File: src/rtl/cog_defines.svh
// Constants for the complementary output control slice: offsets, field positions,
// reset values and clock select codes.
// Assumes it is included by bare name from the package and the design modules.
//
// Notes on behaviour
// - Enable bit seven runs or stops generator
// - Rising source bit picks delay chain or clock
// - Falling source bit picks delay chain or clock
// - Clock select: 00 system, 01 quarter, 11 reserved
// - Code 10 uses fast oscillator, runs in sleep
// - Control one bits five to two read zero
// - Load bit transfers counts on event, self-clears
// - Disabled: count writes go straight to working
`ifndef COG_DEFINES_SVH
`define COG_DEFINES_SVH

// ****************************************
// Register map (byte offsets on the plain port)
// ****************************************
`define OFS_CTRL_ZERO 4'h0
`define OFS_CTRL_ONE 4'h1
`define OFS_RISE_COUNT 4'h2
`define OFS_FALL_COUNT 4'h3

// ****************************************
// Field positions
// ****************************************
`define C0_EN 7
`define C0_OE1 6
`define C0_OE0 5
`define C0_INV1 4
`define C0_INV0 3
`define C0_LD 2
`define C0_PP 0
`define C1_RSRC 7
`define C1_FSRC 6
`define C1_CS_HI 1
`define C1_CS_LO 0

// ****************************************
// Reset values, widths and codes
// ****************************************
`define REG_RESET 8'h00
`define CNT_W 6
`define CS_SYS 2'h0
`define CS_DIV4 2'h1
`define CS_FAST 2'h2
`define CS_RSVD 2'h3
`define DIV4_LAST 2'h3

`endif

File: src/rtl/cog_pkg.sv
// Types shared by the complementary output control slice.
// Assumes cog_defines.svh sits on the include path.
`include "cog_defines.svh"

package cog_pkg;

  // Width of one dead-band count
  typedef logic [`CNT_W-1:0] count_t;

  // All state of the control slice except the generator clock tick maker
  typedef struct packed {
    logic en;
    logic oe1;
    logic oe0;
    logic inv1;
    logic inv0;
    logic ld;
    logic pp;
    logic rsrc;
    logic fsrc;
    logic [1:0] cs;
    count_t rise_stage;
    count_t fall_stage;
    count_t rise_work;
    count_t fall_work;
    logic [7:0] rdata;
    logic out0;
    logic out1;
    logic pin_oe0;
    logic pin_oe1;
    logic osc_hold;
    logic xfer_done;
  } ctl_s;

  // State of the generator clock tick maker
  typedef struct packed {
    logic [1:0] div;
    logic tick;
  } tick_s;

endpackage

File: src/rtl/complementary_output_control.sv
// Control slice of the complementary waveform generator: control registers,
// dead-band count buffers, generator clock selection and output pin stage.
// Assumes a plain register port, one clock, and a core that supplies the raw
// waveforms and a buffer_event pulse on each rising input event.
//
// Our own choices: the strobed register port and the register addresses.
`include "cog_defines.svh"
module complementary_output_control
  import cog_pkg::*;
(
  input wire logic ref_clk,
  input wire logic sys_rst,
  input wire logic clk_en,
  input wire logic [3:0] reg_addr,
  input wire logic [7:0] reg_wdata,
  input wire logic reg_wr,
  input wire logic reg_rd,
  output logic [7:0] reg_rdata,
  input wire logic sleep_active,
  input wire logic osc_tick,
  input wire logic buffer_event,
  input wire logic first_wave,
  input wire logic second_wave,
  output logic generator_enable,
  output logic push_pull_select,
  output logic rising_deadband_source,
  output logic falling_deadband_source,
  output cog_pkg::count_t rising_deadband_count,
  output cog_pkg::count_t falling_deadband_count,
  output logic generator_clock,
  output logic osc_keep_alive,
  output logic load_done,
  output logic first_drive_output,
  output logic first_drive_oe,
  output logic second_drive_output,
  output logic second_drive_oe
);
  import cog_pkg::*;

  ctl_s st_q; // Registered state
  ctl_s st_d; // Next state
  logic wr_c0; // Write to control zero
  logic wr_c1; // Write to control one
  logic wr_rc; // Write to rising count
  logic wr_fc; // Write to falling count
  logic xfer; // Staged counts move to working copies

  // ****************************************
  // Address decode
  // ****************************************
  assign wr_c0 = reg_wr && reg_addr == `OFS_CTRL_ZERO;
  assign wr_c1 = reg_wr && reg_addr == `OFS_CTRL_ONE;
  assign wr_rc = reg_wr && reg_addr == `OFS_RISE_COUNT;
  assign wr_fc = reg_wr && reg_addr == `OFS_FALL_COUNT;

  // Transfer happens on the core's own event so both counts change together
  assign xfer = st_q.en && st_q.ld && buffer_event;

  // ****************************************
  // Next state
  // ****************************************
  // Whole state freezes while clk_en is low; strobes then are lost
  always_comb
  begin
    st_d = st_q;
    if (clk_en)
    begin
      st_d.xfer_done = 1'b0;
      st_d.rdata = 8'h00;
      // Control zero fields
      if (wr_c0)
      begin
        st_d.en = reg_wdata[`C0_EN];
        st_d.oe1 = reg_wdata[`C0_OE1];
        st_d.oe0 = reg_wdata[`C0_OE0];
        st_d.inv1 = reg_wdata[`C0_INV1];
        st_d.inv0 = reg_wdata[`C0_INV0];
        st_d.pp = reg_wdata[`C0_PP];
      end
      // Hardware clear first, so a software set in the same cycle wins
      if (xfer)
      begin
        st_d.ld = 1'b0;
        st_d.rise_work = st_q.rise_stage;
        st_d.fall_work = st_q.fall_stage;
        st_d.xfer_done = 1'b1;
      end
      if (wr_c0)
        st_d.ld = reg_wdata[`C0_LD] | (st_q.ld & !xfer);
      // Control one fields; bits five to two are not stored
      if (wr_c1)
      begin
        st_d.rsrc = reg_wdata[`C1_RSRC];
        st_d.fsrc = reg_wdata[`C1_FSRC];
        st_d.cs = reg_wdata[`C1_CS_HI:`C1_CS_LO];
      end
      // Count staging; when stopped the working copy follows at once
      if (wr_rc)
      begin
        st_d.rise_stage = reg_wdata[`CNT_W-1:0];
        if (!st_q.en)
          st_d.rise_work = reg_wdata[`CNT_W-1:0];
      end
      if (wr_fc)
      begin
        st_d.fall_stage = reg_wdata[`CNT_W-1:0];
        if (!st_q.en)
          st_d.fall_work = reg_wdata[`CNT_W-1:0];
      end
      // Read data stand only in the cycle after the strobe
      if (reg_rd)
      begin
        unique case (reg_addr)
          `OFS_CTRL_ZERO: st_d.rdata = {st_q.en, st_q.oe1, st_q.oe0, st_q.inv1,
                                        st_q.inv0, st_q.ld, 1'b0, st_q.pp};
          `OFS_CTRL_ONE: st_d.rdata = {st_q.rsrc, st_q.fsrc, 4'h0, st_q.cs};
          `OFS_RISE_COUNT: st_d.rdata = 8'(st_q.rise_stage);
          `OFS_FALL_COUNT: st_d.rdata = 8'(st_q.fall_stage);
          // Unmapped addresses read as zero
          default: st_d.rdata = 8'h00;
        endcase
      end
      // Pin stage: invert per output, drive only while enabled
      st_d.out0 = first_wave ^ st_q.inv0;
      st_d.out1 = second_wave ^ st_q.inv1;
      st_d.pin_oe0 = st_q.en && st_q.oe0;
      st_d.pin_oe1 = st_q.en && st_q.oe1;
      // Oscillator must stay up in sleep only when it clocks a running generator
      st_d.osc_hold = st_d.en && st_d.cs == `CS_FAST;
    end
  end

  // ****************************************
  // State register
  // ****************************************
  always_ff @(posedge ref_clk)
  begin
    if (sys_rst)
      st_q <= '0;
    else
      st_q <= st_d;
  end

  // ****************************************
  // Generator clock
  // ****************************************
  gen_clock_tick u_tick (
    .ref_clk(ref_clk),
    .sys_rst(sys_rst),
    .clk_en(clk_en),
    .clock_sel(st_q.cs),
    .sleep_active(sleep_active),
    .osc_tick(osc_tick),
    .tick(generator_clock)
  );

  // ****************************************
  // Outputs, all straight from state flops
  // ****************************************
  assign reg_rdata = st_q.rdata;
  assign generator_enable = st_q.en;
  assign push_pull_select = st_q.pp;
  assign rising_deadband_source = st_q.rsrc;
  assign falling_deadband_source = st_q.fsrc;
  assign rising_deadband_count = st_q.rise_work;
  assign falling_deadband_count = st_q.fall_work;
  assign osc_keep_alive = st_q.osc_hold;
  assign load_done = st_q.xfer_done;
  assign first_drive_output = st_q.out0;
  assign second_drive_output = st_q.out1;
  assign first_drive_oe = st_q.pin_oe0;
  assign second_drive_oe = st_q.pin_oe1;
endmodule

File: src/rtl/gen_clock_tick.sv
// Generator clock tick maker: turns the clock select code into a one-cycle enable.
// Assumes osc_tick is a synchronous pulse from the fast oscillator and that the
// system clock derived ticks stop while sleep_active is high.
`include "cog_defines.svh"
module gen_clock_tick
  import cog_pkg::*;
(
  input wire logic ref_clk,
  input wire logic sys_rst,
  input wire logic clk_en,
  input wire logic [1:0] clock_sel,
  input wire logic sleep_active,
  input wire logic osc_tick,
  output logic tick
);
  import cog_pkg::*;

  tick_s st_q;
  tick_s st_d;

  // ****************************************
  // Next state
  // ****************************************
  // Quarter rate counter runs freely so a code change needs no restart
  always_comb
  begin
    st_d = st_q;
    if (clk_en)
    begin
      st_d.div = st_q.div + 2'h1;
      unique case (clock_sel)
        `CS_SYS: st_d.tick = !sleep_active;
        `CS_DIV4: st_d.tick = !sleep_active && (st_q.div == `DIV4_LAST);
        // Oscillator keeps ticking in sleep, so the generator keeps going
        `CS_FAST: st_d.tick = osc_tick;
        // Reserved code gives no clock at all
        `CS_RSVD: st_d.tick = 1'b0;
      endcase
    end
  end

  // Register stage
  always_ff @(posedge ref_clk)
  begin
    if (sys_rst)
      st_q <= '0;
    else
      st_q <= st_d;
  end

  assign tick = st_q.tick;
endmodule

File: config.mk
export PLATFORM = sky130hd
export DESIGN_NAME = complementary_output_control
export DESIGN_NICKNAME = d
export VERILOG_FILES = /design/src/rtl/cog_pkg.sv /design/src/rtl/complementary_output_control.sv /design/src/rtl/gen_clock_tick.sv
export VERILOG_INCLUDE_DIRS = /design/src /design/src/rtl
export SDC_FILE = /design/constraint.sdc
export NUM_CORES = 1
export LEC_CHECK = 0
export ABC_CLOCK_PERIOD_IN_PS = 2400
export BUFFER_PORTS_ARGS = -buffer_cell sky130_fd_sc_hd__buf_2
export CAP_MARGIN = 30
export CORE_MARGIN = 4
export CORE_UTILIZATION = 41
export DETAILED_ROUTE_END_ITERATION = 10
export PLACE_DENSITY = 0.69
export REMOVE_ABC_BUFFERS = 1
export SYNTH_ARGS = -nofsm -noshare
export SYNTH_HDL_FRONTEND = slang
export SYNTH_SLANG_ARGS = --single-unit
File: constraint.sdc
create_clock -name ref_clk -period 2.4 [get_ports ref_clk]
set_input_delay 0.24 -clock ref_clk [delete_from_list [all_inputs] [get_ports ref_clk]]
set_output_delay 0.24 -clock ref_clk [all_outputs]
set_load 0.01 [all_outputs]
* Word level (Yosys, flattened, before mapping)
Cells that the tools add are included.
** Operators by class
- $add $sub $neg :: 1
- Equal/unequal tests :: 10
- Mux-type cells :: 15
- Bitwise operators :: 4
- Reductions and logical operators :: 21
** Operator list (number)
- 8-bit one-hot mux with 4 select lines :: 1
- 6-bit 2-to-1 mux :: 4
- 12-bit 2-to-1 mux :: 1
- 2-bit AND reduction :: 6
- 1-bit logical AND :: 10
- 5-bit 2-to-1 mux :: 2
- 2-bit == test, second input constant :: 4
- 4-bit by 2-bit == test with 1-bit output, second input constant :: 2
- 4-bit 2-to-1 mux :: 2
- 8-bit 2-to-1 mux :: 1
- 4-bit by 1-bit == test with 1-bit output, second input constant :: 1
- 4-bit zero test :: 1
- 2-bit by 1-bit != test with 1-bit output, second input constant :: 2
- 1-bit one-hot mux with 4 select lines :: 1
- 1-bit 2-to-1 mux :: 3
- 2-bit by 1-bit adder with 2-bit output, second input constant :: 1
- 2-bit by 1-bit == test with 1-bit output, second input constant :: 1
- 1-bit zero test :: 2
- 2-bit zero test :: 1
- 2-bit nonzero test :: 1
- 1-bit bitwise XOR :: 2
- 1-bit AND :: 1
- 1-bit OR :: 1
** Storage, ports and cells
- Register bits after elaboration :: 52
- Output and inout bits :: 31

* Longest topological paths before layout
Gate-level depths: netlist (run 1).
- Depth in word-level cells :: 6
- Mapped depth :: 6
- Depth with buffers taken out :: 5

* Hierarchy
From an unflattened synthesis (run 1), not the netlist that was laid out.
** Unflattened totals
- Cell total of the unflattened synthesis :: 271
- Area total of the unflattened synthesis :: 2581.2 um^2
** By module, submodules not included
- complementary_output_control :: times used 1, cells an instance 257, area each 2452.4 um^2, sequential area each 980.9 um^2
- gen_clock_tick :: times used 1, cells an instance 14, area each 128.9 um^2, sequential area each 60.1 um^2

* Worst setup path before layout (run 1)
OpenSTA, ideal clock, no wires.
- Kind :: flip-flop to flip-flop
- Start point :: register st_q, in the netlist generator_enable
- End point :: register st_q, in the netlist falling_deadband_count[2]
- Data arrival time :: 1.297 ns
- Required time :: 2.313 ns
- Path slack :: 1.016 ns
- Cell stages (with the launch flop) :: 5
- Path buffers :: 1
- Period minus slack after synthesis :: 1.384 ns
- Cell sequence :: dfxtp_1 buf_6 nor4b_4 nand4_2 a221oi_2
** Between the ends
- Longest elaborated chain between the ends :: 5
** Ends and longest elaborated chain
- start: declaration :: line complementary_output_control.sv:40 : ctl_s st_q;
- start signal: assignment :: line complementary_output_control.sv:141 : st_q <= st_d;
- 1-bit logical AND (2 in series) :: line complementary_output_control.sv:57 : assign xfer = st_q.en && st_q.ld && buffer_event;
- 12-bit 2-to-1 mux :: line complementary_output_control.sv:81 : if (xfer)
- 6-bit 2-to-1 mux :: line complementary_output_control.sv:107 : if (!st_q.en)
- 6-bit 2-to-1 mux (*) :: line complementary_output_control.sv:104 : if (wr_fc)
Mark *: on every way between the ends. The rest lies on a longest branch, timed or not.
A chain may end at the register's enable or synchronous reset.

* Final worst setup path (run 1)
- Start point :: register st_q, in the netlist generator_enable
- End point :: register st_q[43] (netlist bit)
** Between the ends
- Longest elaborated chain between the ends :: 6
- Elaborated cells between the ends (all ways) :: 8
- Those cells by class :: mux: 1; bitwise: 2; reduce/logical: 5
** Ends and longest elaborated chain
- 1-bit logical AND (*) (2 in series) :: line complementary_output_control.sv:57
- 1-bit zero test :: line complementary_output_control.sv:89 : st_d.ld = reg_wdata[`C0_LD] | (st_q.ld & !xfer);
- 1-bit AND :: line complementary_output_control.sv:89
- 1-bit OR :: line complementary_output_control.sv:89
- 1-bit 2-to-1 mux :: line complementary_output_control.sv:88 : if (wr_c0)
Marked as above.

==> results of run 1 <==
-- sequential cells by signal, summed over array words and instances, names as in the netlist, 2 cells and up --
name	count
st_q	19
reg_rdata	8
falling_deadband_count	6
rising_deadband_count	6
u_tick.st_q	2
-- through the flow --
step	instance area (um^2)	power, mW	cells	utilization	setup WS, ns
finish	2720	1.55	387	0.462	0.725
global route	2720	1.61	387	0.462	0.572
CTS	2720	1.56	387	0.462	0.723
detailed placement	2620	1.03	379	0.446	0.692
global placement	2620	1.03	379	0.446	0.746
floorplan	2220	0.950	246	-	0.910
-- worst max-delay path, stage by stage (launching register included) --
cell and delay, ns:
dfxtp_1 0.58, and3_1 0.23, buf_4 0.20, nand2_1 0.25, a32oi_1 0.23, nor2_1 0.06
-- area by class of cell --
type / count / area [um^2]
fillers: 588 / 3170
flip-flops and latches: 52 / 1040
repair buffers: 58 / 305
inverters: 9 / 33.8
well taps: 75 / 93.8
clock inverters: 2 / 15.0
multi-input cells: 185 / 1150
clock buffers: 6 / 82.6
-- power groups by stage --
stage | combinational [mW] | sequential, mW | clock (mW)
CTS | 0.132 | 0.882 | 0.545
global route | 0.145 | 0.884 | 0.581
global placement | 0.130 | 0.901 | 0
detailed placement | 0.132 | 0.902 | 0
floorplan | 0.0468 | 0.904 | 0
finish | 0.132 | 0.881 | 0.532
-- metal layers --
metal / vias to the layer above / share of wire / GRT usage
met4: 0 / 0.017 / 0.0691
met2: 79 / 0.47 / 0.265
li1: 1041 / - / -
met3: 8 / 0.066 / 0.0355
met5: - / 0 / 0
met1: 984 / 0.45 / 0.241
-- final timing paths --
| check | end | slack (ns) |
|---|---|---|
| setup / recovery | st_q[43] | 0.72 |
| hold / removal | falling_deadband_source | 0.18 |
| setup reg to reg | st_q[43] | 0.72 |
| hold reg to reg | reg_rdata[0] | 0.47 |
-- cell families (layout without fill, tap and decap cells) --
logic type | after synthesis | after routing | synth area share
AO/OA/AOI/OAI | 59 | 59 | 0.169
XOR/XNOR | 3 | 3 | 0.0106
adder cells (fa/ha/maj) | 1 | 1 | 0.00506
buffers and inverters | 50 | 75 | 0.115
flip-flops | 52 | 52 | 0.421
multiplexers | 17 | 17 | 0.0764
AND/OR/NAND/NOR | 105 | 105 | 0.203
-- synthesized netlist by cell type, drive strengths merged --
master | count | share of area
a211oi | 3 | 0.0091
a21oi | 22 | 0.045
a221oi | 1 | 0.0061
a22oi | 9 | 0.027
a2bb2oi | 5 | 0.018
a311oi | 7 | 0.025
a32oi | 1 | 0.0035
and2 | 1 | 0.0025
and3 | 3 | 0.0076
and4bb | 1 | 0.0051
buf | 30 | 0.084
clkbuf | 11 | 0.017
dfxtp | 52 | 0.42
ha | 1 | 0.0051
inv | 9 | 0.014
mux2 | 5 | 0.023
mux2i | 11 | 0.045
mux4 | 1 | 0.0091
nand2 | 32 | 0.049
nand2b | 1 | 0.0025
nand3 | 31 | 0.065
nand4 | 2 | 0.0076
nor2 | 28 | 0.042
nor2b | 5 | 0.013
nor4b | 1 | 0.0096
o21a | 1 | 0.0030
o21ai | 1 | 0.0020
o22ai | 2 | 0.0051
o32a | 2 | 0.0081
o32ai | 5 | 0.018
xnor2 | 3 | 0.011
-- placed cells by master (no fill, tap or decap), types with 3 or more instances in the layout --
master and count:
a2bb2oi_1 5, inv_1 9, buf_2 52, a22oi_1 9, a311oi_1 7, and3_1 3, mux2i_1 11, nand2_1 32
buf_4 6, o32ai_1 5, mux2_2 5, nand3_1 30, xnor2_1 3, a211oi_1 3, clkbuf_8 6, nor2_1 28
a21oi_1 22, dfxtp_1 52, nor2b_1 5
==> reports/qor.yml, run 1 <==
status: "complete, no violations"
synth_area_um2: 2470
port-buffer-count: 52
min_path_cells: 3
dieArea_um2: 7340
area_growth_syn_to_layout_pct: 9.96
die_width_um: 85.7
internal-power_mw: 1.15
grt_pass1_vias: 2014
io_pins: 53
drive_gt1_frac: 0.247
cp.required_ns: 2.60
drc: 0
power.leakage_nw: 1.05
dr.pass1.iters: 4
crit_type: "reg -> reg"
clkSinkCount: 52
setup_tns_ns: 0
grtUsageTotal: 0.174
ctsResizeCount: 0
period_minus_slack_ns: 1.68
finClkSkew_ns: 0.0102
fin_hold_ws_ns: 0.177
layout.nets: 334
cts_made_buffers: 5
post_cts_buffers: 0
clkPwrFrac: 0.344
num_antenna_cells: 0
power_density_nw_per_um2: 568
row_count: 28
ys_ff_latch: 52
setup_viol: 0
synth.distinct_cells: 35
cts.htree.levels: 2
globalRoute.totalOverflow: 0
dr_total_vias: 2112
ir_worst_vdd_mv: 0.217
fp.dieH_um: 85.7
slew_viol_final: 0
gp_congestion: 0.816
antenna_found_initial: 0
rsz0062_at_grt: "false"
cp-end-kind: "register"
wl_per_cell_um: 16.0
power.switching_mw: 0.391
clkTransAtPathRegs_ns: 0.10
drt-vias-per-instance: 5.46
cap_violations: 0
cts_tree: "built"
place_hpwl_um: 4350
clock_latency_ns: 0.31
hold_class: "in -> reg"
fmax_mhz: 597
syn_inst: 287
start_util: 0.420
dr.first_iter.drc_count: 228
core_um2: 5890
comb_power_share: 0.086
min_period_over_period: 0.698
worst_pin_slew_ns: 0.581
grt_max_degree: 21
syn_avg_cell_area_um2: 8.62
slew_headroom: 0.612
reg2reg_depth: 5
pwr-share-seq: 0.570
startpoint_type: "register"
cp_max_fo: 14
swShare: 0.253
holdBufCountCts: 0
cp-startpoint: "generator_enable"
ctsLongestPathBuffers: 2
min_from: "reg_wdata[6]"
finalHoldViolations: 0
clock-root-buffer: "clkbuf_8"
grt_pass1_wl_um: 10200
crit_arrival_ns: 1.88
drt_wl_total_um: 6190
ys_warn_count: 0
r2r_start: "generator_enable"
ys_seq_area_frac: 0.421
ant_nets: 0
No activity file was read; power rests on OpenSTA's default activity.
==> run 2, diff against run 1 <==
- ABC_CLOCK_PERIOD_IN_PS: 2400 -> 1600
- clock period: 2.4 -> 1.6 ns (I/O delays scaled with it)
==> run 2 against run 1 <==
  * Clock power grew 72%
  * Non-clock buffer count grew 7
  * Via count grew 0.76%
  * Critical path depth shrank 1
==> reports/qor.yml, run 2 (synthesized netlist as in run 1, its figures left out) <==
grtUsageTotal: 0.169
drc: 0
rsz0062_at_grt: "false"
drt-vias-per-instance: 5.40
finalHoldViolations: 0
grt_pass1_wl_um: 9920
cp-end-kind: "register"
min_period_over_period: 0.911
setup_tns_ns: 0
row_count: 28
startpoint_type: "register"
drt_wl_total_um: 6030
grt_pass1_vias: 1994
dr.first_iter.drc_count: 121
largest_reg_flops: 19
core_um2: 5890
crit_type: "reg -> reg"
wl_per_cell_um: 15.3
area_growth_syn_to_layout_pct: 12.6
ctsResizeCount: 0
port-buffer-count: 52
cap_violations: 0
power.leakage_nw: 1.09
ctsLongestPathBuffers: 2
clock_latency_ns: 0.32
cp.required_ns: 1.82
crit_arrival_ns: 1.68
grt_max_degree: 30
cts_tree: "built"
largest-register: "st_q"
gp_congestion: 0.856
antenna_found_initial: 0
ir_worst_vdd_mv: 0.321
dr.pass1.iters: 5
layout.nets: 341
hold_class: "in -> reg"
dr_total_vias: 2128
clkSinkCount: 52
cp_max_fo: 8
dieArea_um2: 7340
clock-root-buffer: "clkbuf_8"
period_minus_slack_ns: 1.46
place_hpwl_um: 4390
finClkSkew_ns: 0.0101
drive_gt1_frac: 0.263
ant_nets: 0
fp.dieH_um: 85.7
cts.htree.levels: 2
die_width_um: 85.7
num_antenna_cells: 0
power_density_nw_per_um2: 878
worst_pin_slew_ns: 0.366
post-route-util: 0.473
final_cell_mix: "52 x dfxtp_1, 52 x buf_2, 32 x nand2_1"
slew_headroom: 0.756
io_pins: 53
cts_made_buffers: 5
setup_viol: 0
slew_viol_final: 0
globalRoute.totalOverflow: 0
clkTransAtPathRegs_ns: 0.10
start_util: 0.420
status: "complete, no violations"
fmax_mhz: 686
[run 2: cell type report]
type / instances / area [um^2]
flip-flops and latches: 52 / 1040
clock inverters: 3 / 42.5
clock buffers: 5 / 68.8
multi-input cells: 185 / 1150
fillers: 583 / 3100
well taps: 75 / 93.8
inverters: 9 / 33.8
repair buffers: 65 / 358
[run 2: metrics by stage]
step	area, um^2	setup slack (ns)	instances	hold WS [ns]	power, mW
floorplan	2220	0.110	246	0.226	1.43
global placement	2670	0.0750	385	0.438	1.56
detailed placement	2670	0.0720	385	0.443	1.56
CTS	2780	0.0178	393	0.0968	2.47
global route	2790	0.0139	394	0.0918	2.55
finish	2790	0.142	394	0.104	2.45
[run 2: worst max-delay path, cell delays in order (launching register included)]
cell and delay (ns):
dfxtp_1 0.39, nor4b_4 0.35, buf_4 0.19, nand3_2 0.15
a311oi_1 0.28
[run 2: power by group]
group | internal (mW) | total (mW) | leakage, nW | switching, mW
Sequential | 1.31 | 1.32 | 0.420 | 0.0107
Combinational | 0.0788 | 0.208 | 0.619 | 0.129
Clock | 0.463 | 0.917 | 0.0541 | 0.454
[run 2: final timing paths]
| path | start | end | slack [ns] | depth (start not counted) |
|---|---|---|---|---|
| hold / removal | reg_wdata[6] | st_q[47] | 0.10 | 3 |
| hold reg to reg | load_done | load_done | 0.47 | 2 |
| setup reg to reg | generator_enable | rising_deadband_count[3] | 0.14 | 4 |
| setup / recovery | generator_enable | rising_deadband_count[3] | 0.14 | 4 |
[run 2: repair_timing]
action | 4_1_cts | 5_1_grt
hold buffers | 0 | 0
setup endpoints to repair | 0 | 7
setup buffers | 0 | 1
[run 2: routing by layer]
metal,vias to the layer above,part of all wire,global-route usage
met4,0,0.010,0.0475
met5,-,0,0
met1,1010,0.47,0.226
met2,61,0.47,0.276
met3,5,0.052,0.0365
li1,1052,-,-
